<file path="src/tmr2_consts.svh">
// Constants for the capture/reload/baud timer block.
// =============================================================
// How it works
// - Capture mode, trigger disabled: 16-bit counter, overflow sets overflow flag.
// - Capture mode, trigger enabled: trigger falling edge copies count into reload bytes.
// - Trigger edge sets event flag except in clock-out and up/down modes; both flags share one interrupt request.
// - Capture mode never reloads; counting continues through a capture.
// - Captures are unprotected; every trigger edge overwrites reload bytes.
// - Down-count enable resets to 0; when set, trigger level picks direction.
// - Auto-reload up, trigger disabled: overflow at ffff sets flag and reloads.
// - Auto-reload up, trigger enabled: overflow or trigger edge reloads; edge sets event flag.
// - Edge detect: sampled high, then low, flag set in third machine cycle.
// - Up/down with trigger high counts up, overflows at ffff, sets flag, reloads.
// - Up/down with trigger low counts down; at reload value sets flag, loads ffff.
// - In up/down mode event flag toggles on every overflow and underflow.
// - Clock-out: count source cleared, output enable and run set drive square wave.
// - Clock-out frequency is fclk over twice (65536 minus reload value).
// - Clock-out rollovers request no interrupt.
// - Tx and rx clock selects independently pick this timer or the other.
// - Baud mode: rollover reloads counter; baud tick is overflow rate over 16.
// - Baud mode with internal source counts every clock, not machine cycle.
// - Baud mode rollover sets no overflow flag and requests no interrupt.
// - Baud mode trigger edge sets event flag but causes no reload.
// - Mode priority: clock selects, then capture, then clock-out, else auto-reload.
// - Overflow flag never set in baud or clock-out mode.
// - Count source select 1 counts count pin falling edges, else machine cycles, or every clock in baud and clock-out mode.
`ifndef TMR2_CONSTS_SVH
`define TMR2_CONSTS_SVH
`define TMR2_OFF_CTRL 12'h000
`define TMR2_OFF_MODE 12'h004
`define TMR2_OFF_CNT 12'h008
`define TMR2_OFF_RLD 12'h00c
`define TMR2_CTRL_OVF 7
`define TMR2_CTRL_EXF 6
`define TMR2_CTRL_RCLK 5
`define TMR2_CTRL_TX_CLOCK_SELECT 4
`define TMR2_CTRL_EXEN 3
`define TMR2_CTRL_RUN 2
`define TMR2_CTRL_CT 1
`define TMR2_CTRL_CPRL 0
`define TMR2_MODE_OE 1
`define TMR2_MODE_DOWN_COUNT_ENABLE 0
`define TMR2_MCYC_CLKS 6
`define TMR2_BAUD_DIV 16
`define TMR2_ALL_ONES 16'hffff
`endif

</file>
<file path="src/tmr2_pkg.sv">
// Types shared by the capture/reload/baud timer block.
package tmr2_pkg;
   typedef enum logic [2:0] {TMR2_OFF, TMR2_AUTO, TMR2_CAPT, TMR2_CLKO, TMR2_BAUD} tmr2_mode_t;
endpackage

</file>
<file path="src/tmr2_top.sv">
// Timer with capture, auto-reload, clock-out and baud generation behind APB.
//
// Chosen here: the register addresses and the APB interface to the registers.
`timescale 1ns/1ps
`default_nettype none
`include "tmr2_consts.svh"
module tmr2_top
   import tmr2_pkg::*;
#(
   parameter int MCYC = `TMR2_MCYC_CLKS
)
(
   input wire logic pclk,
   input wire logic presetn,
   input wire logic psel,
   input wire logic penable,
   input wire logic pwrite,
   input wire logic [11:0] paddr,
   input wire logic [31:0] pwdata,
   output logic [31:0] prdata,
   output logic pready,
   output logic pslverr,
   input wire logic trigger_input,
   input wire logic count_pin_in,
   output logic count_pin_out,
   output logic count_pin_oe,
   output logic irq,
   input wire logic t1_tx_tick,
   input wire logic t1_rx_tick,
   output logic uart_tx_tick,
   output logic uart_rx_tick
);
   // =============================================================
   // State
   // =============================================================
   typedef struct packed {
      logic [7:0] ctrl;
      logic [1:0] mode;
      logic [15:0] cnt;
      logic [15:0] rld;
      logic [$clog2(MCYC)-1:0] pre;
      logic pin_prev;
      logic clk_out;
      logic [31:0] rdata;
   } tmr2_st_t;
   tmr2_st_t st_r, st_nxt;

   logic mcyc;
   logic trig_fall;
   logic pin_fall;
   logic roll;
   logic baud_tick;
   tmr2_mode_t mode;

   logic wr;
   logic rd;
   logic hit;
   logic run, exen, ct, down_count_enable, up;
   logic inc;
   logic ovf_ev, udf_ev;
   // Register-write strobes used by the checks to excuse cycles that software owns.
   logic wr_ctrl;
   logic wr_cnt;

   assign mcyc = (st_r.pre == ($clog2(MCYC))'(MCYC - 1));
   assign pin_fall = st_r.pin_prev & ~count_pin_in;

   tmr2_edge tmr2_edge_inst (
      .pclk(pclk),
      .presetn(presetn),
      .sample(mcyc),
      .din(trigger_input),
      .fall(trig_fall)
   );

   tmr2_baud tmr2_baud_inst (
      .pclk(pclk),
      .presetn(presetn),
      .roll(roll),
      .tick(baud_tick)
   );

   // =============================================================
   // Mode decode
   // =============================================================
   always_comb begin
      run = st_r.ctrl[`TMR2_CTRL_RUN];
      exen = st_r.ctrl[`TMR2_CTRL_EXEN];
      ct = st_r.ctrl[`TMR2_CTRL_CT];
      down_count_enable = st_r.mode[`TMR2_MODE_DOWN_COUNT_ENABLE];
      if (!run) begin
         mode = TMR2_OFF;
      end else if (st_r.ctrl[`TMR2_CTRL_RCLK] | st_r.ctrl[`TMR2_CTRL_TX_CLOCK_SELECT]) begin
         mode = TMR2_BAUD;
      end else if (st_r.ctrl[`TMR2_CTRL_CPRL]) begin
         mode = TMR2_CAPT;
      end else if (st_r.mode[`TMR2_MODE_OE]) begin
         mode = TMR2_CLKO;
      end else begin
         mode = TMR2_AUTO;
      end
   end

   // =============================================================
   // Count enable and events
   // =============================================================
   always_comb begin
      // External source counts count-pin falling edges; it is sampled at clock rate.
      if (ct) begin
         inc = pin_fall;
      end else if (mode == TMR2_BAUD || mode == TMR2_CLKO) begin
         // Baud and clock-out use the full clock so the formulas in fclk hold.
         inc = 1'b1;
      end else begin
         inc = mcyc;
      end
      if (mode == TMR2_OFF) begin
         inc = 1'b0;
      end
      // Direction follows the trigger level only in auto-reload with down-count on.
      up = !(mode == TMR2_AUTO && down_count_enable && !trigger_input);
      ovf_ev = inc && up && st_r.cnt == `TMR2_ALL_ONES;
      udf_ev = inc && !up && st_r.cnt == st_r.rld;
      roll = (mode == TMR2_BAUD) && ovf_ev;
   end

   // =============================================================
   // APB
   // =============================================================
   assign wr = psel && penable && pwrite;
   assign rd = psel && !penable && !pwrite;
   assign wr_ctrl = wr && paddr == `TMR2_OFF_CTRL;
   assign wr_cnt = wr && paddr == `TMR2_OFF_CNT;
   assign hit = paddr == `TMR2_OFF_CTRL || paddr == `TMR2_OFF_MODE ||
                paddr == `TMR2_OFF_CNT || paddr == `TMR2_OFF_RLD;
   assign pready = 1'b1;
   assign pslverr = psel && penable && !hit;
   assign prdata = st_r.rdata;

   // =============================================================
   // Next state
   // =============================================================
   always_comb begin
      st_nxt = st_r;
      st_nxt.pre = mcyc ? '0 : st_r.pre + 1'b1;
      st_nxt.pin_prev = count_pin_in;
      if (rd) begin
         unique case (paddr)
            `TMR2_OFF_CTRL: st_nxt.rdata = {24'h000000, st_r.ctrl};
            `TMR2_OFF_MODE: st_nxt.rdata = {30'h00000000, st_r.mode};
            `TMR2_OFF_CNT: st_nxt.rdata = {16'h0000, st_r.cnt};
            `TMR2_OFF_RLD: st_nxt.rdata = {16'h0000, st_r.rld};
            default: st_nxt.rdata = 32'h00000000;
         endcase
      end
      // Software writes first, so hardware events below win over a clearing write.
      if (wr) begin
         unique case (paddr)
            `TMR2_OFF_CTRL: st_nxt.ctrl = pwdata[7:0];
            `TMR2_OFF_MODE: st_nxt.mode = pwdata[1:0];
            `TMR2_OFF_CNT: st_nxt.cnt = pwdata[15:0];
            `TMR2_OFF_RLD: st_nxt.rld = pwdata[15:0];
            default: ;
         endcase
      end
      if (inc) begin
         st_nxt.cnt = up ? st_r.cnt + 16'h0001 : st_r.cnt - 16'h0001;
      end
      unique case (mode)
         TMR2_CAPT: begin
            if (ovf_ev) st_nxt.ctrl[`TMR2_CTRL_OVF] = 1'b1;
            if (exen && trig_fall) begin
               st_nxt.rld = st_r.cnt;
               st_nxt.ctrl[`TMR2_CTRL_EXF] = 1'b1;
            end
         end
         TMR2_AUTO: begin
            if (ovf_ev) begin
               st_nxt.cnt = st_r.rld;
               st_nxt.ctrl[`TMR2_CTRL_OVF] = 1'b1;
            end
            if (udf_ev) begin
               st_nxt.cnt = `TMR2_ALL_ONES;
               st_nxt.ctrl[`TMR2_CTRL_OVF] = 1'b1;
            end
            if (down_count_enable) begin
               if (ovf_ev || udf_ev) st_nxt.ctrl[`TMR2_CTRL_EXF] = ~st_r.ctrl[`TMR2_CTRL_EXF];
            end else if (exen && trig_fall) begin
               st_nxt.cnt = st_r.rld;
               st_nxt.ctrl[`TMR2_CTRL_EXF] = 1'b1;
            end
         end
         TMR2_CLKO: begin
            // Toggle per rollover gives a 50 % wave, no flag raised.
            if (ovf_ev) begin
               st_nxt.cnt = st_r.rld;
               st_nxt.clk_out = ~st_r.clk_out;
            end
         end
         TMR2_BAUD: begin
            if (ovf_ev) st_nxt.cnt = st_r.rld;
            if (exen && trig_fall) st_nxt.ctrl[`TMR2_CTRL_EXF] = 1'b1;
         end
         TMR2_OFF: ;
      endcase
   end

   always_ff @(posedge pclk or negedge presetn) begin
      if (!presetn) begin
         st_r <= '0;
      end else begin
         st_r <= st_nxt;
      end
   end

   // =============================================================
   // Outputs
   // =============================================================
   assign irq = st_r.ctrl[`TMR2_CTRL_OVF] | st_r.ctrl[`TMR2_CTRL_EXF];
   // Pin is driven only while clock-out is configured with internal source.
   assign count_pin_oe = st_r.ctrl[`TMR2_CTRL_RUN] && st_r.mode[`TMR2_MODE_OE] && !st_r.ctrl[`TMR2_CTRL_CT] &&
                         !st_r.ctrl[`TMR2_CTRL_CPRL] && !st_r.ctrl[`TMR2_CTRL_RCLK] && !st_r.ctrl[`TMR2_CTRL_TX_CLOCK_SELECT];
   assign count_pin_out = st_r.clk_out;
   assign uart_tx_tick = st_r.ctrl[`TMR2_CTRL_TX_CLOCK_SELECT] ? baud_tick : t1_tx_tick;
   assign uart_rx_tick = st_r.ctrl[`TMR2_CTRL_RCLK] ? baud_tick : t1_rx_tick;

   // =============================================================
   // Checks
   // =============================================================
   AST_NO_OVF_BAUD: assert property (@(posedge pclk) disable iff (!presetn)
      (mode == TMR2_BAUD && !(wr && paddr == `TMR2_OFF_CTRL)) |=> !$rose(st_r.ctrl[`TMR2_CTRL_OVF]))
      else $error("overflow flag rose in baud mode");
   AST_NO_OVF_CLKO: assert property (@(posedge pclk) disable iff (!presetn)
      (mode == TMR2_CLKO && !wr) |=> !$rose(st_r.ctrl[`TMR2_CTRL_OVF]))
      else $error("overflow flag rose in clock-out mode");
   AST_AUTO_RELOAD: assert property (@(posedge pclk) disable iff (!presetn)
      (mode == TMR2_AUTO && ovf_ev && !wr) |=> (st_r.cnt == $past(st_r.rld) && st_r.ctrl[`TMR2_CTRL_OVF]))
      else $error("auto-reload overflow wrong");
   AST_UNDERFLOW: assert property (@(posedge pclk) disable iff (!presetn)
      (mode == TMR2_AUTO && udf_ev && !wr) |=> st_r.cnt == 16'hffff)
      else $error("underflow did not load all ones");
   AST_CAPTURE: assert property (@(posedge pclk) disable iff (!presetn)
      (mode == TMR2_CAPT && exen && trig_fall && !wr) |=> (st_r.rld == $past(st_r.cnt) && st_r.ctrl[`TMR2_CTRL_EXF]))
      else $error("capture failed");
   AST_CAPT_NO_RELOAD: assert property (@(posedge pclk) disable iff (!presetn)
      (mode == TMR2_CAPT && inc && !wr) |=> st_r.cnt == $past(st_r.cnt) + 16'h0001)
      else $error("capture mode count broken");
   AST_EXF_TOGGLE: assert property (@(posedge pclk) disable iff (!presetn)
      (mode == TMR2_AUTO && down_count_enable && (ovf_ev || udf_ev) && !wr) |=>
      st_r.ctrl[`TMR2_CTRL_EXF] != $past(st_r.ctrl[`TMR2_CTRL_EXF]))
      else $error("event flag did not toggle");
   AST_EDGE_3CYC: assert property (@(posedge pclk) disable iff (!presetn)
      (mcyc && trigger_input) ##1 (!mcyc)[*5] ##1 (mcyc && !trigger_input) |=> trig_fall)
      else $error("trigger edge not seen");
   AST_IRQ: assert property (@(posedge pclk) disable iff (!presetn)
      (st_r.ctrl[`TMR2_CTRL_OVF] && !wr_ctrl) |=> (st_r.ctrl[`TMR2_CTRL_OVF] && irq))
      else $error("overflow flag or irq dropped without a clear");
   AST_BAUD_TX: assert property (@(posedge pclk) disable iff (!presetn)
      !st_r.ctrl[`TMR2_CTRL_TX_CLOCK_SELECT] |-> uart_tx_tick == t1_tx_tick)
      else $error("tx clock select wrong");

   // =============================================================
   // Checks: counting and reload
   // =============================================================
   AST_CAPT_OVF: assert property (@(posedge pclk) disable iff (!presetn)
      (mode == TMR2_CAPT && ovf_ev) |=> st_r.ctrl[`TMR2_CTRL_OVF])
      else $error("capture mode overflow did not set the flag");
   AST_TRIG_RELOAD: assert property (@(posedge pclk) disable iff (!presetn)
      (mode == TMR2_AUTO && !down_count_enable && exen && trig_fall && !wr) |=> (st_r.cnt == $past(st_r.rld) && st_r.ctrl[`TMR2_CTRL_EXF]))
      else $error("trigger edge did not reload");
   AST_UP_RELOAD: assert property (@(posedge pclk) disable iff (!presetn)
      (mode == TMR2_AUTO && down_count_enable && trigger_input && ovf_ev && !wr) |=> (st_r.cnt == $past(st_r.rld) && st_r.ctrl[`TMR2_CTRL_OVF]))
      else $error("up/down overflow did not reload");
   AST_DOWN_COUNT: assert property (@(posedge pclk) disable iff (!presetn)
      (mode == TMR2_AUTO && down_count_enable && !trigger_input && inc && !udf_ev && !wr_cnt) |=> st_r.cnt == $past(st_r.cnt) - 16'h0001)
      else $error("down count step wrong");
   AST_UP_DEFAULT: assert property (@(posedge pclk) disable iff (!presetn)
      (mode == TMR2_AUTO && !down_count_enable && inc && !ovf_ev && !(exen && trig_fall) && !wr_cnt) |=> st_r.cnt == $past(st_r.cnt) + 16'h0001)
      else $error("auto-reload did not count up");
   // A stopped timer must hold its count, or software reads taken with the run bit clear mislead.
   AST_STOPPED: assert property (@(posedge pclk) disable iff (!presetn)
      (!run && !wr_cnt) |=> $stable(st_r.cnt))
      else $error("count moved while stopped");
   AST_EXT_EDGE_COUNT: assert property (@(posedge pclk) disable iff (!presetn)
      (mode == TMR2_CAPT && ct && !pin_fall && !wr_cnt) |=> $stable(st_r.cnt))
      else $error("external source counted without a pin edge");

   // =============================================================
   // Checks: baud generation
   // =============================================================
   AST_BAUD_RELOAD: assert property (@(posedge pclk) disable iff (!presetn)
      (mode == TMR2_BAUD && ovf_ev && !wr) |=> st_r.cnt == $past(st_r.rld))
      else $error("baud rollover did not reload");
   // The trigger edge must not disturb this step, which also shows that it causes no reload.
   AST_BAUD_FULL_RATE: assert property (@(posedge pclk) disable iff (!presetn)
      (mode == TMR2_BAUD && !ct && !ovf_ev && !wr_cnt) |=> st_r.cnt == $past(st_r.cnt) + 16'h0001)
      else $error("baud mode did not count every clock");
   AST_BAUD_TRIG: assert property (@(posedge pclk) disable iff (!presetn)
      (mode == TMR2_BAUD && exen && trig_fall) |=> st_r.ctrl[`TMR2_CTRL_EXF])
      else $error("baud mode trigger edge did not set the event flag");
   AST_TICK_PULSE: assert property (@(posedge pclk) disable iff (!presetn)
      baud_tick |=> !baud_tick)
      else $error("baud tick longer than one cycle");
   AST_UART_RX: assert property (@(posedge pclk) disable iff (!presetn)
      st_r.ctrl[`TMR2_CTRL_RCLK] |-> uart_rx_tick == baud_tick)
      else $error("rx clock select wrong");

   // =============================================================
   // Checks: clock-out
   // =============================================================
   AST_CLKO_TOGGLE: assert property (@(posedge pclk) disable iff (!presetn)
      (mode == TMR2_CLKO && ovf_ev && !wr) |=> (st_r.clk_out != $past(st_r.clk_out) && st_r.cnt == $past(st_r.rld)))
      else $error("clock-out rollover did not toggle and reload");
   AST_CLKO_HOLD: assert property (@(posedge pclk) disable iff (!presetn)
      !(mode == TMR2_CLKO && ovf_ev) |=> $stable(st_r.clk_out))
      else $error("clock-out level changed without a rollover");
   AST_CLKO_OE: assert property (@(posedge pclk) disable iff (!presetn)
      (mode == TMR2_CLKO && !ct) |-> count_pin_oe)
      else $error("count pin not driven in clock-out mode");
   AST_NO_OE: assert property (@(posedge pclk) disable iff (!presetn)
      (mode != TMR2_CLKO) |-> !count_pin_oe)
      else $error("count pin driven outside clock-out mode");

   // =============================================================
   // Checks: event flag
   // =============================================================
   AST_CAPT_EXF: assert property (@(posedge pclk) disable iff (!presetn)
      (mode == TMR2_CAPT && exen && trig_fall) |=> st_r.ctrl[`TMR2_CTRL_EXF])
      else $error("capture edge did not set the event flag");
   AST_EDGE_SAMPLE: assert property (@(posedge pclk) disable iff (!presetn)
      trig_fall |-> ($past(mcyc) && !$past(trigger_input)))
      else $error("trigger edge reported without a low sample");
   // Up/down mode is left out because the event flag toggles there as a seventeenth count bit.
   AST_EXF_HOLD: assert property (@(posedge pclk) disable iff (!presetn)
      (st_r.ctrl[`TMR2_CTRL_EXF] && !wr_ctrl && !(mode == TMR2_AUTO && down_count_enable)) |=> st_r.ctrl[`TMR2_CTRL_EXF])
      else $error("event flag dropped without a clear");
   AST_EXF_RISE: assert property (@(posedge pclk) disable iff (!presetn)
      $rose(st_r.ctrl[`TMR2_CTRL_EXF]) |-> ($past(trig_fall) || $past(wr_ctrl) || $past(ovf_ev) || $past(udf_ev)))
      else $error("event flag rose without a cause");
   COV_CAPT: cover property (@(posedge pclk) mode == TMR2_CAPT && exen && trig_fall);
   COV_UDF: cover property (@(posedge pclk) mode == TMR2_AUTO && udf_ev);
   COV_CLKO: cover property (@(posedge pclk) mode == TMR2_CLKO && ovf_ev);
   COV_BAUD: cover property (@(posedge pclk) baud_tick);
endmodule // tmr2_top
`default_nettype wire

</file>
<file path="src/tmr2_edge.sv">
// Falling-edge detector sampled once per machine cycle.
`timescale 1ns/1ps
`default_nettype none
module tmr2_edge
   import tmr2_pkg::*;
(
   input wire logic pclk,
   input wire logic presetn,
   input wire logic sample,
   input wire logic din,
   output logic fall
);
   typedef struct packed {
      logic prev;
      logic fall;
   } tmr2_edge_st_t;
   tmr2_edge_st_t st_r, st_nxt;
   always_comb begin
      st_nxt = st_r;
      st_nxt.fall = 1'b0;
      if (sample) begin
         // A high sample then a low sample gives the pulse on the next clock.
         st_nxt.fall = st_r.prev & ~din;
         st_nxt.prev = din;
      end
   end
   always_ff @(posedge pclk or negedge presetn) begin
      if (!presetn) begin
         st_r <= '0;
      end else begin
         st_r <= st_nxt;
      end
   end
   assign fall = st_r.fall;
endmodule // tmr2_edge
`default_nettype wire

</file>
<file path="src/tmr2_baud.sv">
// Divide-by-16 of timer rollovers into the UART baud ticks.
`timescale 1ns/1ps
`default_nettype none
`include "tmr2_consts.svh"
module tmr2_baud
   import tmr2_pkg::*;
#(
   parameter int DIV = `TMR2_BAUD_DIV
)
(
   input wire logic pclk,
   input wire logic presetn,
   input wire logic roll,
   output logic tick
);
   typedef struct packed {
      logic [$clog2(DIV)-1:0] cnt;
      logic tick;
   } tmr2_baud_st_t;
   tmr2_baud_st_t st_r, st_nxt;
   always_comb begin
      st_nxt = st_r;
      st_nxt.tick = 1'b0;
      if (roll) begin
         st_nxt.cnt = st_r.cnt + 1'b1;
         st_nxt.tick = (st_r.cnt == ($clog2(DIV))'(DIV - 1));
      end
   end
   always_ff @(posedge pclk or negedge presetn) begin
      if (!presetn) begin
         st_r <= '0;
      end else begin
         st_r <= st_nxt;
      end
   end
   assign tick = st_r.tick;
endmodule // tmr2_baud
`default_nettype wire

</file>
<file path="config.mk">
export PLATFORM = sky130hd
export DESIGN_NAME = tmr2_top
export DESIGN_NICKNAME = d
export VERILOG_FILES = /design/src/tmr2_pkg.sv /design/src/tmr2_top.sv /design/src/tmr2_edge.sv /design/src/tmr2_baud.sv
export VERILOG_INCLUDE_DIRS = /design/src
export SDC_FILE = /design/constraint.sdc
export NUM_CORES = 1
export LEC_CHECK = 0
export ABC_AREA = 1
export BUFFER_PORTS_ARGS = -buffer_cell sky130_fd_sc_hd__buf_2
export CAP_MARGIN = 20
export CORE_MARGIN = 1
export CORE_UTILIZATION = 53
export DETAILED_ROUTE_END_ITERATION = 8
export GPL_TIMING_DRIVEN = 0
export PLACE_DENSITY = 0.85
export SLEW_MARGIN = 20
export SYNTH_ARGS = -nofsm -noshare
export SYNTH_HDL_FRONTEND = slang
export SYNTH_SLANG_ARGS = --single-unit
</file>
<file path="constraint.sdc">
create_clock -name pclk -period 2.5 [get_ports pclk]
set_input_delay 0.125 -clock pclk [delete_from_list [all_inputs] [get_ports pclk]]
set_output_delay 0.125 -clock pclk [all_outputs]
set_load 0.01 [all_outputs]
</file>
==> results_dict.tcl <==
set metrics [dict create \
    ios 92 \
    swShare_pct 32.6 \
    path_buf_inv 7 \
    drc 0 \
    p_int_mw 1.90 \
    holdCritStartpoint "pwdata[5]" \
    layout-drive-gt1-share_pct 28.0 \
    start_kind "register" \
    rows 37 \
    totalWireLength_um 18200 \
    dr_total_vias 6419 \
    fillCellCount 836 \
    power.leakage_nw 4.06 \
    die_h_um 106 \
    hold_end "st_r[76]" \
    clockBufferDepth 2 \
    finalClockSkew_ns 0.0124 \
    htree_levels 3 \
    ys_seq_area_share_pct 30.3 \
    synthCells 896 \
    setup_ws_ns -0.0686 \
    setup_viol 2 \
    status "finished, violations left" \
    min_path_type "in -> reg" \
    rr_endpoint "st_r[68]" \
    ys_ff_latch 70 \
    finalSetupTns_ns -0.101 \
    cpPeakStageDelay_ns 0.37 \
    holdPathStages 2 \
    via_per_inst 5.58 \
    grt.busiest_layer "met2" \
    pwr-share-comb_pct 22.7 \
    multi_input_area_um2 3740 \
    grt_max_degree 44 \
    path_common_cell "nand2_1" \
    clock_latency_ns 0.36 \
    crit_path_max_fanout 7 \
    critPathCaptureType "register" \
    switching_power_uw 920 \
    grt_usage_pct 31.7 \
    grt_pass1_wl_um 27800 \
    antenna_found_initial 0 \
    maxSlewHeadroom_pct 58.3 \
    tightest_slew_ns 0.623 \
    port_buffers 58 \
    clock_power_share_pct 31.9 \
    drtAntennaViolNets 0 \
    cellPowerDensity_nw_per_um2 388 \
    first_global_vias 5750 \
    fin_util_pct 69.5 \
    report.final.slew_viol_count 0 \
    reg2reg_depth 21 \
    drt_iter0_drc 1015 \
    gr-total-overflow 0 \
    seq_power_share_pct 45.4 \
    fin_hold_ws_ns 0.0467 \
    cts_tree "done" \
    cts-root-buf "clkbuf_8" \
    cp_top_family "simple AND/OR/NAND/NOR gates" \
    peakVddDrop_v 0.000272 \
    grt_use_met3_pct 5.40 \
    grtUsageMet1_pct 38.7 \
    worstSetupPathType "reg -> reg" \
    start_util_pct 55.3 \
    clk_pin_slew_worst_paths_ns 0.08 \
    cp_cell_sequence "clkbuf_8 > inv_4 > nor2_4 > nand4_4 > clkinvlp_4 > buf_12 > buf_12 > ha_4 > nand2_2 > inv_2 > nand2_2 > nor3_2 > nand2_1 > nand3_1 > nand2_1 > nand2_2 > nand3_2 > nand3_2 > nand2_1 > inv_1 > nand2_1" \
    ff2ff_setup_slack_ns -0.07 \
    wl_per_cell_um 15.8 \
    rsz0062_at_grt "true" \
    cts.sinks 70 \
    syn2layout_area_growth_pct 25.7 \
    avgSynthCellArea_um2 6.45 \
    gr-usage-met2_pct 52.6 \
    worstPathArrival_ns 2.83 \
    cts-buffers-inserted 9 \
    period_minus_slack_ns 2.57 \
    register_area_um2 1760 \
    place.gp.congestion 0.953 \
    finalCritPeriodShare_pct 103 \
    synth_cell_type_count 44 \
    drv_cap 0 \
    syn_area_um2 5780 \
    dp_hpwl_um 12500 \
    crit_required_ns 2.76 \
    fin_nets 1078 \
    violations "setup timing" \
    drt_pass1_iterations 6 \
    hold_violations 0 \
    reg2reg_from "down_count_enable" \
    yosys_warnings 0 \
    die_area_um2 11300 \
    coreArea_um2 10500 \
    cp_slowest_cell "dfrtp_1" \
    max_freq_mhz 389 \
    antennaDiodeCount 0 \
    die_width_um 106 \
    total_power_mw 2.82 \
]
[metrics by stage]
step	cell area, um2	setup slack [ns]	cells
floorplan	5840	0.0179	911
global placement	6300	-0.609	1105
detailed placement	6320	-0.698	1106
CTS	7020	0.00529	1142
global route	7270	-0.219	1150
finish	7270	-0.0686	1150
[power by group through the flow]
stage          registers (mW)  clock network (mW)  logic, mW
2_1_floorplan            1.24                   0      0.363
3_3_place_gp             1.27                   0      0.494
4_1_cts                  1.26               0.908      0.575
3_5_place_dp             1.28                   0      0.512
6_report                 1.28               0.900      0.640
5_1_grt                  1.28               0.966      0.712
[cell families after synthesis]
kind of cell             count (synthesis)  synth area share, %
multiplexers                             5                0.974
adder cells (fa/ha/maj)                 16                 3.59
other                                    2                0.130
AO/OA/AOI/OAI                          110                 10.7
AND/OR/NAND/NOR                        489                 36.4
XOR/XNOR                                22                 3.33
flip-flops                              70                 30.3
buffers and inverters                  182                 14.5
[how the worst max path moves through the flow]
stage	from	endpoint	cells after the start
2_1_floorplan	down_count_enable	st_r[68]	19
4_1_cts	st_r[70]	st_r[65]	16
6_report	down_count_enable	st_r[68]	21
3_3_place_gp	down_count_enable	st_r[66]	19
5_1_grt	down_count_enable	st_r[68]	21
3_5_place_dp	down_count_enable	st_r[66]	19
[registers in the layout, indices dropped and copies added, names as in the netlist]
name and flops:
st_r 42, prdata 16, tmr2_baud_inst.st_r 4, count_pin_out 1
ct 1, down_count_enable 1, exen 1, run 1
tmr2_baud_inst.tick 1, tmr2_edge_inst.fall 1, tmr2_edge_inst.st_r 1
[cells in the mapped netlist (all sizes together)]
cell type  count  area [um2]
conb           2        7.51
nor3b          1        7.51
nand2        337        1300
nor4           3        18.8
fa             1        20.0
o22ai         16         100
nor2          43         189
o211ai        16         120
mux2           5        56.3
buf           45         320
inv          124         470
nand3b         1        7.51
o21ai         42         214
nand4         13        87.6
o2111ai        1        8.76
a21oi         35         175
nor3          10        66.3
clkbuf        13        50.0
dfrtp         70        1750
xor2           6        52.6
and2           2        12.5
ha            15         188
xnor2         16         140
or2            6        40.0
nand3         73         375
[metal layers]
metal / vias to the layer above / routed length, um
li1: 3023 / -
met2: 407 / 8470
met5: - / 0
met1: 2890 / 6880
met4: 0 / 1040
met3: 99 / 1780
[placed cells by master, fill, tap and decap left out, drive strengths merged]
| cell | count |
|---|---|
| a21oi | 35 |
| and2 | 2 |
| buf | 130 |
| bufinv | 1 |
| clkbuf | 23 |
| clkinv | 4 |
| clkinvlp | 1 |
| conb | 17 |
| dfrtp | 70 |
| dlygate4sd3 | 3 |
| fa | 1 |
| ha | 15 |
| inv | 123 |
| mux2 | 5 |
| nand2 | 337 |
| nand3 | 73 |
| nand3b | 1 |
| nand4 | 13 |
| nor2 | 43 |
| nor3 | 10 |
| nor3b | 1 |
| nor4 | 3 |
| o2111ai | 1 |
| o211ai | 16 |
| o21ai | 42 |
| o22ai | 16 |
| or2 | 6 |
| xnor2 | 16 |
| xor2 | 6 |
[layout make-up]
cell class / count / area share, %
plain buffers: 57 / 5.16
clock buffers: 11 / 1.81
clock inverters: 5 / 0.688
inverters: 124 / 6.59
multi-input cells: 659 / 51.4
flip-flops and latches: 70 / 24.1
well taps: 136 / 2.34
repair buffers: 88 / 7.85
[what timing repair did]
action / in CTS / in global routing
hold buffers: 3 / 0
pin swaps: 24 / 35
endpoints found under the setup margin: 14 / 13
endpoints found under the hold margin: 29 / 0
gates resized for setup: 69 / 62
setup buffers: 17 / 9
No activity file was read; power rests on OpenSTA's default activity.
